[src/hw/pwr_seq_pkg.sv]
package pwr_seq_pkg;

  // ------------------------------------------------------------
  // clock and timing
  // ------------------------------------------------------------
  localparam int CLK_PERIOD_NS = 10;
  localparam int MS_NS = 1000000;
  localparam int TICK_CYCLES = MS_NS / CLK_PERIOD_NS;
  localparam int MS_PER_S = 1000;
  localparam int START_DELAY_S = 2;
  localparam int START_DELAY_MS = START_DELAY_S * MS_PER_S;
  localparam int SHUTDOWN_WAIT_S = 90;
  localparam int SHUTDOWN_WAIT_MS = SHUTDOWN_WAIT_S * MS_PER_S;
  localparam int LOWV_FILTER_S = 5;
  localparam int LOWV_FILTER_MS = LOWV_FILTER_S * MS_PER_S;
  localparam int PULSE_MS = 300;
  localparam int IDLE_TO_SLEEP_S = 60;
  localparam int IDLE_TO_SLEEP_MS = IDLE_TO_SLEEP_S * MS_PER_S;
  localparam int LOWBAT_CD_S = 2;
  localparam int CD_MAX_MIN = 30;
  localparam int CD_MAX_S = CD_MAX_MIN * 60;
  localparam int BLINK1_PERIOD_MS = 1000;
  localparam int BLINK2_PERIOD_MS = 500;

  // ------------------------------------------------------------
  // register map
  // ------------------------------------------------------------
  localparam int ADDR_W = 4;
  localparam int CD_W = 11;
  localparam int TRIP_W = 8;
  localparam logic [3:0] OFS_CTRL = 4'h0;
  localparam logic [3:0] OFS_DELAY = 4'h4;
  localparam logic [3:0] OFS_TRIP = 4'h8;
  localparam logic [3:0] OFS_STATUS = 4'hC;
  localparam int CTRL_VSTART_BIT = 0;
  localparam int ST_STATE_LSB = 0;
  localparam int ST_GOOD_BIT = 4;
  localparam int ST_RELAY_BIT = 5;
  localparam int ST_REMAIN_LSB = 16;
  localparam logic CTRL_RST = 1'b0;
  localparam logic [10:0] DELAY_RST = 11'h384;
  localparam logic [7:0] TRIP_RST = 8'h80;

  // ------------------------------------------------------------
  // modes
  // ------------------------------------------------------------
  typedef enum logic [3:0] {
    S_SLEEP = 4'h0,
    S_IDLE = 4'h1,
    S_RUN_WAIT = 4'h2,
    S_RUN_PULSE = 4'h3,
    S_RUNNING = 4'h4,
    S_COUNTDOWN = 4'h5,
    S_PD_PULSE = 4'h6,
    S_PD_WAIT = 4'h7
  } state_t;

endpackage

[src/hw/pwr_seq.sv]
// Functional notes
// - power-on reset enters sleep; relay open, no motherboard pulse.
// - long inactivity after power down drops from idle into sleep.
// - accessory high with good battery and temperature closes relay, LED solid.
// - start pulse issued start_delay (2 s) after relay closes.
// - running leaves to count down on accessory low or battery low.
// - count down waits countdown_delay from delay_trim, 0 to 30 minutes.
// - LED blinks once per second during count down.
// - user button low in count down zeroes delay, enters power down.
// - accessory high again in count down resumes running with no pulse.
// - battery low in count down shortens remaining time to a short interval.
// - count down expiry sends shutdown pulse if computer on, and enters power down.
// - power down waits up to shutdown_wait 90 s, ends when computer off.
// - LED blinks twice per second during power down.
// - accessory high in power down restarts running after computer shuts down.
// - battery low only after staying below trip for five seconds.
// - battery good again only above trip plus 450 mV margin.
// - trip level chosen by trip_level_trim over ten to twelve volts.
// - engine running sensed when battery reaches about thirteen volts.
// - computer-on sense high means powered, low means off.
// - board and auxiliary switch outputs are active low open collector.
// - voltage-sense start mode waits for engine running level before start from sleep or idle.
// - temperature out of range blocks power up, forces immediate power down.
`timescale 1ns/1ps
`default_nettype none

module pwr_seq #(
  parameter int TICK_CYCLES = pwr_seq_pkg::TICK_CYCLES,
  parameter int MS_PER_S = pwr_seq_pkg::MS_PER_S,
  parameter int START_DELAY_MS = pwr_seq_pkg::START_DELAY_MS,
  parameter int SHUTDOWN_WAIT_MS = pwr_seq_pkg::SHUTDOWN_WAIT_MS,
  parameter int LOWV_FILTER_MS = pwr_seq_pkg::LOWV_FILTER_MS,
  parameter int IDLE_TO_SLEEP_MS = pwr_seq_pkg::IDLE_TO_SLEEP_MS,
  parameter int PULSE_MS = pwr_seq_pkg::PULSE_MS
) (
  // clock and reset
  input wire logic MCLK,
  input wire logic RST_B,
  // vehicle and computer sense
  input wire logic IGNITION_ACCESSORY_IN,
  input wire logic BATT_ABOVE_TRIP,
  input wire logic BATT_ABOVE_HYST,
  input wire logic BATT_ENGINE_RUN,
  input wire logic TEMP_IN_RANGE,
  input wire logic USER_BUTTON_IN_N,
  input wire logic COMPUTER_ON_IN,
  // power outputs
  output logic SWITCHED_LOAD_OUT,
  output logic BOARD_SWITCH_OUT,
  output logic BOARD_SWITCH_OE_N,
  output logic AUXILIARY_SWITCH_OUT,
  output logic AUXILIARY_SWITCH_OE_N,
  output logic INDICATOR_LED,
  output logic [pwr_seq_pkg::TRIP_W-1:0] TRIP_LEVEL_TRIM,
  // avalon-mm slave
  input wire logic [pwr_seq_pkg::ADDR_W-1:0] AVS_ADDRESS,
  input wire logic AVS_READ,
  input wire logic AVS_WRITE,
  input wire logic [31:0] AVS_WRITEDATA,
  input wire logic [3:0] AVS_BYTEENABLE,
  output logic [31:0] AVS_READDATA,
  output logic AVS_WAITREQUEST
);

  // ------------------------------------------------------------
  // helpers
  // ------------------------------------------------------------
  function automatic logic [31:0] be_merge(input logic [31:0] old_v,
                                           input logic [31:0] new_v,
                                           input logic [3:0] be);
    logic [31:0] r;
    r = old_v;
    for (int i = 0; i < 4; i++) begin
      if (be[i]) begin
        r[i*8 +: 8] = new_v[i*8 +: 8];
      end
    end
    return r;
  endfunction

  function automatic logic blink(input logic [31:0] ms, input int period);
    return (ms % 32'(period)) < 32'(period / 2);
  endfunction

  pwr_seq_pkg::state_t state_ff;
  logic [31:0] tick_cnt_ff;
  logic ms_tick_ff;
  logic [31:0] ms_in_sec_ff;
  logic sec_tick;
  logic [31:0] tmr_ff;
  logic [pwr_seq_pkg::CD_W-1:0] cd_ff;
  logic restart_ff;
  logic batt_good_ff;
  logic [31:0] lv_ff;
  logic vstart_ff;
  logic [pwr_seq_pkg::CD_W-1:0] delay_trim_ff;
  logic [pwr_seq_pkg::TRIP_W-1:0] trip_trim_ff;
  logic wait_ff;
  logic [31:0] rdata_ff;
  logic relay_ff;
  logic board_oe_n_ff;
  logic led_ff;
  logic start_ok;
  logic [pwr_seq_pkg::CD_W-1:0] lowbat_cd;
  logic [31:0] wr_word;

  assign sec_tick = ms_tick_ff && (ms_in_sec_ff == 32'(MS_PER_S - 1));
  assign lowbat_cd = pwr_seq_pkg::CD_W'(pwr_seq_pkg::LOWBAT_CD_S);
  // level start lets a late battery recovery or engine start still wake it
  assign start_ok = IGNITION_ACCESSORY_IN && batt_good_ff && TEMP_IN_RANGE &&
                    (!vstart_ff || BATT_ENGINE_RUN);

  // ------------------------------------------------------------
  // time base
  // ------------------------------------------------------------
  always_ff @(posedge MCLK) begin
    if (!RST_B) begin
      tick_cnt_ff <= 32'h0000_0000;
      ms_tick_ff <= 1'b0;
    end else if (tick_cnt_ff == 32'(TICK_CYCLES - 1)) begin
      tick_cnt_ff <= 32'h0000_0000;
      ms_tick_ff <= 1'b1;
    end else begin
      tick_cnt_ff <= tick_cnt_ff + 32'h0000_0001;
      ms_tick_ff <= 1'b0;
    end
  end

  always_ff @(posedge MCLK) begin
    if (!RST_B) begin
      ms_in_sec_ff <= 32'h0000_0000;
    end else if (sec_tick) begin
      ms_in_sec_ff <= 32'h0000_0000;
    end else if (ms_tick_ff) begin
      ms_in_sec_ff <= ms_in_sec_ff + 32'h0000_0001;
    end
  end

  // ------------------------------------------------------------
  // battery filter
  // ------------------------------------------------------------
  // trip and margin compares are made outside against trip_level_trim
  always_ff @(posedge MCLK) begin
    if (!RST_B) begin
      batt_good_ff <= 1'b0;
      lv_ff <= 32'h0000_0000;
    end else if (batt_good_ff) begin
      if (BATT_ABOVE_TRIP) begin
        lv_ff <= 32'h0000_0000;
      end else if (ms_tick_ff) begin
        if (lv_ff == 32'(LOWV_FILTER_MS - 1)) begin
          batt_good_ff <= 1'b0;
          lv_ff <= 32'h0000_0000;
        end else begin
          lv_ff <= lv_ff + 32'h0000_0001;
        end
      end
    end else if (BATT_ABOVE_HYST) begin
      batt_good_ff <= 1'b1;
    end
  end

  // ------------------------------------------------------------
  // mode sequencer
  // ------------------------------------------------------------
  always_ff @(posedge MCLK) begin
    if (!RST_B) begin
      state_ff <= pwr_seq_pkg::S_SLEEP;
      tmr_ff <= 32'h0000_0000;
      cd_ff <= '0;
      restart_ff <= 1'b0;
    end else begin
      case (state_ff)
        pwr_seq_pkg::S_SLEEP, pwr_seq_pkg::S_IDLE: begin
          restart_ff <= 1'b0;
          if (start_ok) begin
            state_ff <= pwr_seq_pkg::S_RUN_WAIT;
            tmr_ff <= 32'h0000_0000;
          end else if (state_ff == pwr_seq_pkg::S_IDLE && ms_tick_ff) begin
            if (tmr_ff == 32'(IDLE_TO_SLEEP_MS - 1)) begin
              state_ff <= pwr_seq_pkg::S_SLEEP;
            end else begin
              tmr_ff <= tmr_ff + 32'h0000_0001;
            end
          end
        end
        pwr_seq_pkg::S_RUN_WAIT: begin
          if (!TEMP_IN_RANGE) begin
            state_ff <= pwr_seq_pkg::S_IDLE;
            tmr_ff <= 32'h0000_0000;
          end else if (ms_tick_ff) begin
            if (tmr_ff == 32'(START_DELAY_MS - 1)) begin
              state_ff <= pwr_seq_pkg::S_RUN_PULSE;
              tmr_ff <= 32'h0000_0000;
            end else begin
              tmr_ff <= tmr_ff + 32'h0000_0001;
            end
          end
        end
        pwr_seq_pkg::S_RUN_PULSE: begin
          if (ms_tick_ff) begin
            if (tmr_ff == 32'(PULSE_MS - 1)) begin
              state_ff <= pwr_seq_pkg::S_RUNNING;
              tmr_ff <= 32'h0000_0000;
            end else begin
              tmr_ff <= tmr_ff + 32'h0000_0001;
            end
          end
        end
        pwr_seq_pkg::S_RUNNING: begin
          if (!TEMP_IN_RANGE) begin
            state_ff <= COMPUTER_ON_IN ? pwr_seq_pkg::S_PD_PULSE
                                       : pwr_seq_pkg::S_PD_WAIT;
            tmr_ff <= 32'h0000_0000;
          end else if (!IGNITION_ACCESSORY_IN || !batt_good_ff) begin
            state_ff <= pwr_seq_pkg::S_COUNTDOWN;
            if (!batt_good_ff && delay_trim_ff > lowbat_cd) begin
              cd_ff <= lowbat_cd;
            end else begin
              cd_ff <= delay_trim_ff;
            end
          end
        end
        pwr_seq_pkg::S_COUNTDOWN: begin
          tmr_ff <= 32'h0000_0000;
          if (!TEMP_IN_RANGE || !USER_BUTTON_IN_N || cd_ff == '0) begin
            state_ff <= COMPUTER_ON_IN ? pwr_seq_pkg::S_PD_PULSE
                                       : pwr_seq_pkg::S_PD_WAIT;
            cd_ff <= '0;
          end else if (IGNITION_ACCESSORY_IN && batt_good_ff) begin
            state_ff <= pwr_seq_pkg::S_RUNNING;
          end else if (!batt_good_ff && cd_ff > lowbat_cd) begin
            cd_ff <= lowbat_cd;
          end else if (sec_tick) begin
            cd_ff <= cd_ff - pwr_seq_pkg::CD_W'(1);
          end
        end
        pwr_seq_pkg::S_PD_PULSE: begin
          if (IGNITION_ACCESSORY_IN) begin
            restart_ff <= 1'b1;
          end
          if (ms_tick_ff) begin
            if (tmr_ff == 32'(PULSE_MS - 1)) begin
              state_ff <= pwr_seq_pkg::S_PD_WAIT;
              tmr_ff <= 32'h0000_0000;
            end else begin
              tmr_ff <= tmr_ff + 32'h0000_0001;
            end
          end
        end
        pwr_seq_pkg::S_PD_WAIT: begin
          // a low sense level means the supply rail is gone
          if (!COMPUTER_ON_IN || (ms_tick_ff && tmr_ff == 32'(SHUTDOWN_WAIT_MS - 1))) begin
            tmr_ff <= 32'h0000_0000;
            if ((restart_ff || IGNITION_ACCESSORY_IN) && batt_good_ff && TEMP_IN_RANGE) begin
              state_ff <= pwr_seq_pkg::S_RUN_WAIT;
            end else begin
              state_ff <= pwr_seq_pkg::S_IDLE;
            end
            restart_ff <= 1'b0;
          end else begin
            if (IGNITION_ACCESSORY_IN) begin
              restart_ff <= 1'b1;
            end
            if (ms_tick_ff) begin
              tmr_ff <= tmr_ff + 32'h0000_0001;
            end
          end
        end
        default: begin
          state_ff <= pwr_seq_pkg::S_SLEEP;
          tmr_ff <= 32'h0000_0000;
        end
      endcase
    end
  end

  // ------------------------------------------------------------
  // outputs
  // ------------------------------------------------------------
  always_ff @(posedge MCLK) begin
    if (!RST_B) begin
      relay_ff <= 1'b0;
      board_oe_n_ff <= 1'b1;
      led_ff <= 1'b0;
    end else begin
      relay_ff <= !(state_ff == pwr_seq_pkg::S_SLEEP ||
                    state_ff == pwr_seq_pkg::S_IDLE);
      // open collector: enable low pulls the header pin to ground
      board_oe_n_ff <= !(state_ff == pwr_seq_pkg::S_RUN_PULSE ||
                         state_ff == pwr_seq_pkg::S_PD_PULSE);
      case (state_ff)
        pwr_seq_pkg::S_RUN_WAIT, pwr_seq_pkg::S_RUN_PULSE, pwr_seq_pkg::S_RUNNING: begin
          led_ff <= 1'b1;
        end
        pwr_seq_pkg::S_COUNTDOWN: begin
          // blink periods follow the second counter so a shortened time base scales too
          led_ff <= blink(ms_in_sec_ff, MS_PER_S);
        end
        pwr_seq_pkg::S_PD_PULSE, pwr_seq_pkg::S_PD_WAIT: begin
          led_ff <= blink(ms_in_sec_ff, MS_PER_S / 2);
        end
        default: begin
          led_ff <= 1'b0;
        end
      endcase
    end
  end

  assign SWITCHED_LOAD_OUT = relay_ff;
  assign BOARD_SWITCH_OE_N = board_oe_n_ff;
  assign BOARD_SWITCH_OUT = 1'b0;
  // auxiliary supply follows the relay
  assign AUXILIARY_SWITCH_OE_N = !relay_ff;
  assign AUXILIARY_SWITCH_OUT = 1'b0;
  assign INDICATOR_LED = led_ff;
  assign TRIP_LEVEL_TRIM = trip_trim_ff;

  // ------------------------------------------------------------
  // register slave
  // ------------------------------------------------------------
  // one wait cycle per access keeps read data registered
  always_ff @(posedge MCLK) begin
    if (!RST_B) begin
      wait_ff <= 1'b1;
      rdata_ff <= 32'h0000_0000;
    end else begin
      wait_ff <= !((AVS_READ || AVS_WRITE) && wait_ff);
      if (AVS_READ && wait_ff) begin
        case (AVS_ADDRESS)
          pwr_seq_pkg::OFS_CTRL: rdata_ff <= 32'(vstart_ff);
          pwr_seq_pkg::OFS_DELAY: rdata_ff <= 32'(delay_trim_ff);
          pwr_seq_pkg::OFS_TRIP: rdata_ff <= 32'(trip_trim_ff);
          pwr_seq_pkg::OFS_STATUS: begin
            rdata_ff <= (32'(state_ff) << pwr_seq_pkg::ST_STATE_LSB) |
                        (32'(batt_good_ff) << pwr_seq_pkg::ST_GOOD_BIT) |
                        (32'(relay_ff) << pwr_seq_pkg::ST_RELAY_BIT) |
                        (32'(cd_ff) << pwr_seq_pkg::ST_REMAIN_LSB);
          end
          default: rdata_ff <= 32'h0000_0000;
        endcase
      end
    end
  end

  assign AVS_WAITREQUEST = wait_ff;
  assign AVS_READDATA = rdata_ff;

  always_comb begin
    wr_word = 32'h0000_0000;
    case (AVS_ADDRESS)
      pwr_seq_pkg::OFS_CTRL: wr_word = be_merge(32'(vstart_ff), AVS_WRITEDATA, AVS_BYTEENABLE);
      pwr_seq_pkg::OFS_DELAY: wr_word = be_merge(32'(delay_trim_ff), AVS_WRITEDATA,
                                                 AVS_BYTEENABLE);
      pwr_seq_pkg::OFS_TRIP: wr_word = be_merge(32'(trip_trim_ff), AVS_WRITEDATA,
                                                AVS_BYTEENABLE);
      default: wr_word = 32'h0000_0000;
    endcase
  end

  always_ff @(posedge MCLK) begin
    if (!RST_B) begin
      vstart_ff <= pwr_seq_pkg::CTRL_RST;
      delay_trim_ff <= pwr_seq_pkg::DELAY_RST;
      trip_trim_ff <= pwr_seq_pkg::TRIP_RST;
    end else if (AVS_WRITE && !wait_ff) begin
      case (AVS_ADDRESS)
        pwr_seq_pkg::OFS_CTRL: vstart_ff <= wr_word[pwr_seq_pkg::CTRL_VSTART_BIT];
        pwr_seq_pkg::OFS_DELAY: begin
          // longer settings saturate at the thirty minute ceiling
          if (wr_word > 32'(pwr_seq_pkg::CD_MAX_S)) begin
            delay_trim_ff <= pwr_seq_pkg::CD_W'(pwr_seq_pkg::CD_MAX_S);
          end else begin
            delay_trim_ff <= wr_word[pwr_seq_pkg::CD_W-1:0];
          end
        end
        pwr_seq_pkg::OFS_TRIP: trip_trim_ff <= wr_word[pwr_seq_pkg::TRIP_W-1:0];
        default: begin
        end
      endcase
    end
  end
endmodule

`default_nettype wire

[config.mk]
export PLATFORM = sky130hd
export DESIGN_NAME = pwr_seq
export DESIGN_NICKNAME = d
export VERILOG_FILES = /design/src/hw/pwr_seq_pkg.sv /design/src/hw/pwr_seq.sv
export SDC_FILE = /design/constraint.sdc
export NUM_CORES = 1
export LEC_CHECK = 0
export ABC_CLOCK_PERIOD_IN_PS = 37400
export BUFFER_PORTS_ARGS = -buffer_cell sky130_fd_sc_hd__buf_2
export CAP_MARGIN = 20
export CORE_ASPECT_RATIO = 0.5
export CORE_MARGIN = 2
export CORE_UTILIZATION = 50
export DETAILED_ROUTE_END_ITERATION = 8
export PLACE_DENSITY = 0.68
export SYNTH_ARGS = -nofsm -noshare
export SYNTH_HDL_FRONTEND = slang
export SYNTH_SLANG_ARGS = --single-unit
[constraint.sdc]
create_clock -name MCLK -period 37.4 [get_ports MCLK]
set_clock_uncertainty 0.15 [all_clocks]
set_input_delay 7.48 -clock MCLK [delete_from_list [all_inputs] [get_ports MCLK]]
set_output_delay 7.48 -clock MCLK [all_outputs]
set_load 0.1 [all_outputs]
-- Yosys cells after proc, flatten, opt, wreduce, memory -nomap -nowiden
Cells that the tools add are included.
- flip-flop bits (word level): 202
- bits in latches: 0
- memory bits (writable): 0
- ROM bits: 0
- bits of input ports: 51
- output and inout bits: 47
- memories: 0
- add/subtract/negate cells: 5
- multipliers: 0
- divide/modulo/power cells: 2
- order comparisons: 5
- equal/unequal tests: 36
- shift operators: 0
- muxes and demuxes: 61
- bitwise gates (word level): 4
- reductions and logical operators: 52
- operators with widths (operator ; number):
    32-bit two-way mux ; 14
    32-bit one-hot mux with 5 select lines ; 1
    32-bit by 1-bit adder with 32-bit output (second input constant) ; 4
    27-bit one-hot mux with 4 select lines ; 1
    32-bit one-hot mux with 3 select lines ; 1
    11-bit two-way mux ; 8
    32-bit by 17-bit equality test with 1-bit output (second input constant) ; 2
    4-bit two-way mux ; 15
    8-bit two-way mux ; 7
    32-bit by 10-bit equality test with 1-bit output (second input constant) ; 1
    32-bit by 11-bit equality test with 1-bit output (second input constant) ; 1
    32-bit by 13-bit equality test with 1-bit output (second input constant) ; 1
    32-bit by 16-bit equality test with 1-bit output (second input constant) ; 1
    32-bit by 9-bit equality test with 1-bit output (second input constant) ; 1
    32-bit by 11-bit > comparator with 1-bit output (second input constant) ; 1
    32-bit by 8-bit < comparator with 1-bit output (second input constant) ; 1
    32-bit by 9-bit < comparator with 1-bit output (second input constant) ; 1
    32-bit by 10-bit modulo with 32-bit output (second input constant) ; 1
    32-bit by 9-bit modulo with 32-bit output (second input constant) ; 1
    4-bit one-hot mux with 7 select lines ; 1
    3-bit inequality test (second input constant) ; 9
    6-bit by 27-bit bitwise OR with 27-bit output ; 1
    11-bit by 2-bit > comparator with 1-bit output (second input constant) ; 2
    11-bit one-hot mux with 2 select lines ; 1
    other kinds (27) ; 88

-- Longest topological paths before layout
Gate-level depths: netlist (run 1).
- depth after elaboration: 7
- gate-level depth with buffers: 74
- mapped depth without buffers: 62

-- Worst setup path after synthesis (run 1)
OpenSTA, ideal clock, no wires.
- kind: reg2reg
- start: reg ms_in_sec_ff[30]
- end: reg led_ff, in the netlist INDICATOR_LED
- arrival time: 17.010 ns
- slack: 20.172 ns
- stages on the path, launching flop included: 70
- clock period less this slack: 17.228 ns
- cells stage by stage: dfxtp_1 > buf_6 > and4_4 > buf_4 > a221o_1 > nor3_2 > o21a_1 > buf_6 > a31oi_4 > xnor2_2 > and3_1 > a211o_2 > and2_1 > o221a_1 > and2_1 > buf_2 > a21o_1 > a21o_4 > [34 not listed] > o31a_1 > buf_4 > or4_4 > a31o_2 > a2111oi_4 > o2111ai_1 > a21oi_1 > o21bai_1 > a21oi_1 > xor2_1 > or3_1 > o31ai_1 > mux2_2 > a2111oi_4 > nor3_2 > mux2_4 > a2111o_1 > o21ai_1
- longest elaborated chain between the ends: 3
- ends and longest elaborated chain (element ; line ; text):
    start: declaration ; pwr_seq.sv:88 ; logic [31:0] ms_in_sec_ff;
    start signal: assignment ; pwr_seq.sv:135 ; ms_in_sec_ff <= ms_in_sec_ff + 32'h0000_0001;
    32-bit by 9-bit modulo with 32-bit output or 32-bit by 10-bit modulo with 32-bit output (tied branches) ; pwr_seq.sv:82 ; return (ms % 32'(period)) < 32'(period / 2);
    32-bit by 8-bit < comparator with 1-bit output or 32-bit by 9-bit < comparator with 1-bit output (tied branches) ; pwr_seq.sv:82 ;
    1-bit one-hot mux with 3 select lines * ; pwr_seq.sv:292 ; case (state_ff)
    end signal: assignment ; pwr_seq.sv:298 ; led_ff <= blink(ms_in_sec_ff, MS_PER_S);
    end signal: assignment ; pwr_seq.sv:301 ; led_ff <= blink(ms_in_sec_ff, MS_PER_S / 2);
    end: declaration ; pwr_seq.sv:102 ; logic led_ff;
Every way passes the cells marked *; elsewhere a longest branch is shown, timed or not.
A chain may end at the register's enable or synchronous reset.

-- Final worst setup path (run 1)
- start: reg ms_in_sec_ff[31]
- end: reg led_ff, in the netlist INDICATOR_LED
Same word-level chain as after synthesis.

==> results.json, run 1 <==
{
  "numCtsBuffers": 17,
  "gp_congestion": 0.908,
  "die_x_um": 263,
  "dpl-instance-area_um2": 17200,
  "ir_drop_uv": 30.5,
  "cpMaxStageDelayCell": "a311oi_2",
  "ys_ff_latch": 191,
  "coreArea_um2": 33000,
  "drive_gt1_frac": 0.110,
  "first_pass_iters": 5,
  "critPathMaxStageDelay_ns": 0.89,
  "post-cts-setup-buffers": 0,
  "initial_core_util": 0.507,
  "rsz0062_at_grt": "false",
  "finalPower_uw": 419,
  "wire_per_inst_um": 15.7,
  "drt_iter0_drc": 1476,
  "arrival_ns": 21.16,
  "die_area_um2": 35100,
  "endpoint_kind": "flip-flop",
  "whs_ns": 0.314,
  "post_cts_resized": 0,
  "fin_area_um2": 17900,
  "area_growth_pct": 6.77,
  "crit_type": "flip-flop to flip-flop",
  "io_pins": 98,
  "drcViolationCount": 0,
  "cap_violations": 0,
  "worst_slew_pin_slew_ns": 1.19,
  "cts_hold_buf": 0,
  "cts_root_buffer": "clkbuf_16",
  "fin_crit_ns": 20.92,
  "hold_viol_final": 0,
  "tns_ns": 0,
  "rows": 47,
  "post-route-period-util": 0.559,
  "timing.final.max_slew_violations": 0,
  "io_buffers": 85,
  "grt_pass1_vias": 14600,
  "clock_latency_ns": 0.46,
  "p_per_area_nw_per_um2": 23.4,
  "synth-async-reset-ratio": 0,
  "cts.sink_count": 191,
  "synth_cell_types": 132,
  "grt_max_degree": 79,
  "crit_top_cell": "a21oi_1",
  "dp_hpwl_um": 31200,
  "num_vias": 16700,
  "cp_max_fo": 24,
  "syn_inst": 2254,
  "antenna_found_initial": 2,
  "antenna_left": 0,
  "netlist_area_um2": 16800,
  "final_cell_mix": "nor2_1 (278), nand2_1 (225), dfxtp_1 (191)",
  "critical_path_required_ns": 37.64,
  "status": "finished, final reports clean",
  "die_h_um": 134,
  "grt_util_all_layers": 0.235,
  "synth_edf_count": 0,
  "ys.flop_type": "dfxtp_1",
  "vias_per_cell": 6.15,
  "ys_seq_area_frac": 0.228,
  "fillCellCount": 3212,
  "setup_viol": 0,
  "grt_pass1_wl_um": 71300,
  "crit_path_start_kind": "flip-flop",
  "static-leakage-power_uw": 0.00609,
  "nNetsFinal": 2320,
  "clock.fmax_ghz": 0.0478,
  "slew_headroom": 0.209,
  "synth_warnings": 0,
  "cts_tree": "yes",
  "syn_area_per_cell_um2": 7.44,
  "path_clk_slew_ns": 0.08,
  "h-tree-depth": 4,
  "max-clock-path-buffers": 2,
  "wl_um": 42600,
  "final_common_cell": "nor2_1",
  "hold_class": "flip-flop to flip-flop",
  "overflow": 0
}
## report_power, final
part           total [uW]  leakage [uW]  switching, uW  internal [uW]
clock                 188      0.000295           92.6           95.4
sequential            205       0.00154           1.05            204
combinational        25.7       0.00426           19.5           6.25
total                 419       0.00609            113            306
## per-layer routing
metal | GRT usage | part of all wire
met4 | 0.0600 | 0.015
met3 | 0.0307 | 0.045
met5 | 0 | 0
met1 | 0.333 | 0.49
met2 | 0.379 | 0.45
## critical path, delay by kind of cell (launching register included)
family,cells,cell delay (ns)
compound gates,36,12.95
simple gates,17,4.40
xor+xnor,1,0.22
buf+inv,2,0.48
fa+ha+maj,1,0.37
flops,1,0.81
mux,4,1.46
## sequential cells by signal, indices dropped and copies added, names as in the netlist, 3 cells and up
| register | count |
|---|---|
| lv_ff | 32 |
| ms_in_sec_ff | 32 |
| delay_trim_ff | 11 |
| TRIP_LEVEL_TRIM | 8 |
| tick_cnt_ff | 32 |
| cd_ff | 11 |
| tmr_ff | 32 |
| state_ff | 3 |
| AVS_READDATA | 22 |
## cell type report
| cell class | instances | area [um2] | area share |
|---|---|---|---|
| Multi-Input combinational cell | 1902 | 12200 | 0.681 |
| Tap cell | 441 | 552 | 0.0308 |
| Timing Repair Buffer | 97 | 559 | 0.0312 |
| Antenna cell | 2 | 5.00 | 0.000280 |
| Clock inverter | 15 | 170 | 0.00950 |
| Inverter | 46 | 173 | 0.00964 |
| Clock buffer | 17 | 425 | 0.0238 |
| Sequential cell | 191 | 3820 | 0.214 |
## Yosys cell counts, drive strengths merged, types with 13 or more instances
cell     number  share of area
a2111oi      14          0.011
xnor2        81          0.044
and3         34          0.013
a21boi       18         0.0087
o211ai       36          0.017
buf          56          0.021
nand2       226          0.051
o21a         15         0.0067
mux2         20          0.014
o31ai        18         0.0084
nand2b       17         0.0063
nor4         43          0.016
inv          45          0.010
nor2        283          0.065
o21ai       141          0.043
or3          35          0.013
a21o         18         0.0085
a211oi       22          0.010
mux2i        51          0.031
nor2b        38          0.014
nor3         67          0.021
o211a        19          0.011
or4          13         0.0067
ha           14          0.010
a31oi        44          0.018
a21oi       121          0.038
nand3        88          0.028
xor2         72          0.038
nor4b        13         0.0075
a22oi        31          0.014
or2          19         0.0072
nand4        46          0.018
and2         38          0.014
clkbuf       70          0.016
dfxtp       191           0.23
## cell families (layout without fill, tap and decap cells)
family	count (synthesis)	after routing	synth area share
AOI/OAI and AO/OA	649	649	0.282
xor gates and xnor gates	153	153	0.0812
adders and majority gates	19	19	0.0134
buffers and inverters	172	175	0.0474
DFF	191	191	0.228
muxes	71	71	0.0450
other	1	14	0.000224
and+or+nand+nor	998	998	0.302
## metrics by stage
step | worst slack [ns] | std cells | utilization
floorplan | 20.17 | 2265 | -
global placement | 17.50 | 2673 | 0.521
detailed placement | 16.82 | 2673 | 0.521
CTS | 16.77 | 2705 | 0.539
global route | 14.66 | 2711 | 0.542
finish | 16.48 | 2711 | 0.542
## final timing paths
| kind | depth (start not counted) | to | from | slack, ns |
|---|---|---|---|---|
| worst max-delay path | 61 | INDICATOR_LED | ms_in_sec_ff[31] | 16.48 |
| worst min-delay path | 2 | AVS_READDATA[26] | AVS_READDATA[26] | 0.31 |
| worst min register to register | 2 | AVS_READDATA[26] | AVS_READDATA[26] | 0.31 |
| worst max register to register | 61 | INDICATOR_LED | ms_in_sec_ff[31] | 16.48 |
(Power assumes the default switching activity.)
==> run 2, diff against run 1 <==
ABC_CLOCK_PERIOD_IN_PS = 17600   (was 37400)
PLACE_DENSITY = 0.7   (was 0.68)
clock period = 17.6 ns   (was 37.4 ns; I/O delays follow)
==> run 2 against run 1 <==
Sequential share of layout area decreased by 2.4 points. Flip-flop and latch count is the same. Total power rose by 120%. Wire length up 6.9%. Sequential power up 110%. Core utilization is 7.1 points higher. Final cell count is 6.3% higher. Non-clock buffer count grew 170. Combinational power up 110%. Worst hold slack lost 0.0048 ns.
==> results.json, run 2 (synthesis results as in run 1) <==
{
  "status": "finished, final reports clean",
  "dp_hpwl_um": 31900,
  "static-leakage-power_uw": 0.00728,
  "coreArea_um2": 33000,
  "final_cell_mix": "nor2_1 (266), nand2_1 (220), dfxtp_1 (182)",
  "worst-path-buf-inv": 7,
  "hold_start": "AVS_WAITREQUEST",
  "critical_path_required_ns": 17.82,
  "reg2reg_slack_ns": 0.37,
  "final_common_cell": "nor2_1",
  "seqCellArea_um2": 3840,
  "whs_endpoint": "AVS_WAITREQUEST",
  "antenna_left": 0,
  "path_clk_slew_ns": 0.07,
  "gp_congestion": 0.918,
  "cts.sink_count": 191,
  "hold_depth": 1,
  "multi_input_area_um2": 13200,
  "critPathMaxStageDelay_ns": 0.55,
  "worst_slew_pin_slew_ns": 1.02,
  "stdcell_count": 2881,
  "die_area_um2": 35100,
  "post-route-period-util": 0.979,
  "fillCellCount": 2915,
  "hold_class": "flip-flop to flip-flop",
  "crit_type": "flip-flop to flip-flop",
  "vias_per_cell": 6.11,
  "r2r_cells": 65,
  "arrival_ns": 17.45,
  "crit_path_start_kind": "flip-flop",
  "cap_violations": 0,
  "drive_gt1_frac": 0.226,
  "h-tree-depth": 4,
  "io_buffers": 85,
  "p_per_area_nw_per_um2": 45.0,
  "nNetsFinal": 2490,
  "numCtsBuffers": 17,
  "die_h_um": 134,
  "drt_iter0_drc": 1468,
  "crit_top_cell": "buf_4",
  "cts_root_buffer": "clkbuf_16",
  "ir_drop_uv": 70.1,
  "worst-path-stages": 65,
  "place_ws_ns": -0.251,
  "cp_top_family": "compound AO/OA/AOI/OAI gates",
  "fin_crit_ns": 17.23,
  "io_pins": 98,
  "setup_viol": 0,
  "setup_slack_ns": 0.371,
  "num_vias": 17600,
  "r2r-start": "ms_in_sec_ff[27]",
  "wl_um": 45500,
  "overflow": 0,
  "max-clock-path-buffers": 2,
  "drcViolationCount": 0,
  "dp.cells": 2788,
  "endpoint_kind": "flip-flop",
  "clock.fmax_ghz": 0.0580,
  "cpMaxStageDelayCell": "or4_4",
  "r2r_end": "INDICATOR_LED",
  "timing.final.max_slew_violations": 0,
  "grt_util_all_layers": 0.238,
  "hold_viol_final": 0,
  "antenna_found_initial": 2,
  "grt_pass1_wl_um": 72700,
  "grt_pass1_vias": 15400,
  "cp_max_fo": 11,
  "die_x_um": 263,
  "clock_latency_ns": 0.44,
  "whs_ns": 0.309,
  "rows": 47,
  "cts_hold_buf": 0,
  "first_pass_iters": 6,
  "area_growth_pct": 20.7,
  "initial_core_util": 0.507,
  "grt_max_degree": 79,
  "wire_per_inst_um": 15.8,
  "cts_tree": "yes",
  "slew_headroom": 0.314
}
[run 2: changes by cell type in the layout (fill, tap and decap cells not counted), sizes merged]
cell    change
clkinv      -3
clkbuf      +2
inv         -1
buf       +170
bufinv      +2
[run 2: worst reg2reg max path, delay by kind of cell (launching register included)]
family / cells / cell delay (ns)
and+or+nand+nor: 20 / 5.18
buffers and inverters: 7 / 1.06
muxes: 6 / 1.93
DFF: 1 / 0.46
AOI/OAI and AO/OA: 32 / 8.40
[run 2: area by class of cell]
cell class | count | area share
well taps | 441 | 0.0273
repair buffers | 267 | 0.0916
clock buffers | 19 | 0.0224
diodes | 2 | 0.000247
inverters | 46 | 0.00853
multi-input cells | 1902 | 0.651
flip-flops and latches | 191 | 0.190
clock inverters | 13 | 0.00958
[run 2: worst max-delay path by stage]
stage,startpoint,slack (ns),to
2_1_floorplan,ms_in_sec_ff[30],0.37,INDICATOR_LED
3_3_place_gp,ms_in_sec_ff[31],0.03,INDICATOR_LED
3_5_place_dp,ms_in_sec_ff[26],-0.25,INDICATOR_LED
4_1_cts,ms_in_sec_ff[1],0.01,INDICATOR_LED
5_1_grt,ms_in_sec_ff[1],-0.31,INDICATOR_LED
6_report,ms_in_sec_ff[27],0.37,INDICATOR_LED
[run 2: through the flow]
| step | util | setup TNS [ns] | instance area [um2] | power, uW |
|---|---|---|---|---|
| floorplan | - | 0 | 16800 | 488 |
| detailed placement | 0.548 | -0.251 | 18100 | 500 |
| global route | 0.612 | -0.314 | 20200 | 940 |
| CTS | 0.573 | 0 | 18900 | 918 |
| global placement | 0.548 | 0 | 18100 | 499 |
| finish | 0.612 | 0 | 20200 | 911 |
[run 2: where the power goes]
part | switching, uW | total [uW] | leakage, uW | internal (uW)
clock network | 183 | 421 | 0.000318 | 238
registers | 2.19 | 436 | 0.00155 | 434
logic | 41.2 | 54.3 | 0.00541 | 13.1
[run 2: per-layer routing]
layer / GRT usage / routed length, um / part of all wire / vias up
met2: 0.396 / 21300 / 0.47 / 461
li1: - / - / - / 8723
met1: 0.330 / 21700 / 0.48 / 8347
met4: 0.0533 / 660 / 0.014 / 0
met5: 0 / 0 / 0 / -
met3: 0.0303 / 1950 / 0.043 / 60
[run 2: timing repair]
action                                  4_1_cts  5_1_grt
endpoints found under the setup margin        1        1
buffers inserted                              5       51
pin swaps                                     8       63
resized for setup                            25      172
==> run 3, diff against run 2 <==
CORE_UTILIZATION = 57   (was 50)
PLACE_DENSITY = 0.78   (was 0.7)
==> run 3 against run 2 <==
Setup slack worse by 0.35 ns. Final cell count shrank 0.80%. Global-route usage is 3.7 points higher. Critical path depth increased by 4. Wire length up 6.7%. Highest routed layer unchanged. Clock power decreased by 12%. First-iteration DRC count increased by 29%. Worst hold slack got worse by 0.0056 ns. Via count rose by 3.8%. Maximum frequency down 2.0%. Non-clock buffer count up 24. Sequential share of layout area shrank 0.22 points.
==> results.json, run 3 (synthesis results as in run 1) <==
{
  "clock_latency_ns": 0.45,
  "grt_pass1_wl_um": 73200,
  "numCtsBuffers": 17,
  "first_pass_iters": 5,
  "overflow": 0,
  "tns_ns": 0,
  "arrival_ns": 17.81,
  "wire_per_inst_um": 17.0,
  "path_clk_slew_ns": 0.08,
  "cts_tree": "yes",
  "antenna_found_initial": 2,
  "drive_gt1_frac": 0.244,
  "cp_max_fo": 16,
  "io_buffers": 85,
  "fillCellCount": 2246,
  "final_cell_mix": "nor2_1 (269), nand2_1 (219), buf_4 (195)",
  "cpMaxStageDelayCell": "or4_4",
  "static-leakage-power_uw": 0.00739,
  "dp.cells": 2752,
  "die_x_um": 247,
  "final_common_cell": "nor2_1",
  "io_pins": 98,
  "endpoint_kind": "flip-flop",
  "fin_crit_ns": 17.57,
  "grt_max_degree": 79,
  "drcViolationCount": 0,
  "max-clock-path-buffers": 2,
  "cts.sink_count": 191,
  "hold_class": "flip-flop to flip-flop",
  "antenna_left": 0,
  "dp_hpwl_um": 31900,
  "status": "finished, final reports clean",
  "timing.final.max_slew_violations": 0,
  "cts_root_buffer": "clkbuf_16",
  "num_vias": 18300,
  "wl_um": 48600,
  "grt_pass1_vias": 15700,
  "die_h_um": 125,
  "critPathMaxStageDelay_ns": 0.57,
  "fin_area_um2": 20500,
  "clock.fmax_ghz": 0.0569,
  "crit_type": "flip-flop to flip-flop",
  "grt_util_all_layers": 0.275,
  "crit_path_start_kind": "flip-flop",
  "hold_viol_final": 0,
  "p_per_area_nw_per_um2": 42.0,
  "stdcell_count": 2858,
  "rows": 44,
  "post-route-period-util": 0.999,
  "h-tree-depth": 4,
  "drt_iter0_drc": 1890,
  "gp_congestion": 0.932,
  "ir_drop_uv": 73.5,
  "critical_path_required_ns": 17.84,
  "cap_violations": 0,
  "die_area_um2": 30900,
  "nNetsFinal": 2517,
  "initial_core_util": 0.579,
  "setup_viol": 0,
  "worst_slew_pin_slew_ns": 1.26,
  "cts_hold_buf": 0,
  "finalPower_uw": 861,
  "slew_headroom": 0.161,
  "area_growth_pct": 22.2,
  "dpl-instance-area_um2": 18100,
  "vias_per_cell": 6.39,
  "coreArea_um2": 29000,
  "crit_top_cell": "buf_4"
}
-- run 3: changes by cell type in the layout (fill, tap and decap cells not counted), moves of 4 or more --
cell	change
buf_4	+22
mux2_4	+4
o21ai_4	+4
xnor2_1	+4
xnor2_2	-5
-- run 3: final timing paths --
kind,start,endpoint,slack (ns),cells past startpoint
worst min-delay path,AVS_WAITREQUEST,AVS_WAITREQUEST,0.30,1
worst max register to register,ms_in_sec_ff[1],INDICATOR_LED,0.03,69
worst max-delay path,ms_in_sec_ff[1],INDICATOR_LED,0.03,69
worst min register to register,AVS_WAITREQUEST,AVS_WAITREQUEST,0.30,1
-- run 3: where the power goes --
group	switching [uW]	internal, uW	leakage, uW	total (uW)
registers	2.20	433	0.00155	436
clock network	186	185	0.000266	372
logic	41.3	12.8	0.00558	54.1
-- run 3: cell type report --
class | count | area [um2] | share of cell area
timing repair buffer | 291 | 2060 | 0.100
multi-input combinational | 1905 | 13400 | 0.652
clock buffer | 18 | 429 | 0.0209
inverter | 46 | 173 | 0.00843
clock inverter | 14 | 128 | 0.00623
tap | 391 | 489 | 0.0239
antenna | 2 | 5.00 | 0.000244
sequential | 191 | 3840 | 0.188
-- run 3: repair_timing --
action,4_1_cts,5_1_grt
endpoints found under the setup margin,1,1
pin swaps,7,95
resized for setup,30,203
setup buffers,4,61
cloned,0,5
-- run 3: worst max-delay path: cells and delay by family, from the launching register on --
family          cells  cell delay [ns]
xor+xnor            2             0.37
simple gates       20             5.01
compound gates     29             7.61
fa+ha+maj           1             0.14
flops               1             0.35
buf+inv             8             1.33
mux                 9             2.53
-- run 3: metal layers --
layer | global-route usage | part of all wire | vias to the layer above
met2 | 0.460 | 0.48 | 738
met4 | 0.0769 | 0.029 | 0
met1 | 0.371 | 0.44 | 8605
met3 | 0.0359 | 0.057 | 145
met5 | 0 | 0 | -
li1 | - | - | 8777
-- run 3: through the flow --
stage	hold slack [ns]	worst slack, ns	utilization
after CTS	0.307	0.00439	0.652
after detailed placement	0.287	-0.446	0.627
after global placement	0.280	-0.221	0.627
final	0.303	0.0252	0.708
after floorplan	0.280	0.372	-
after global routing	0.339	-0.491	0.708
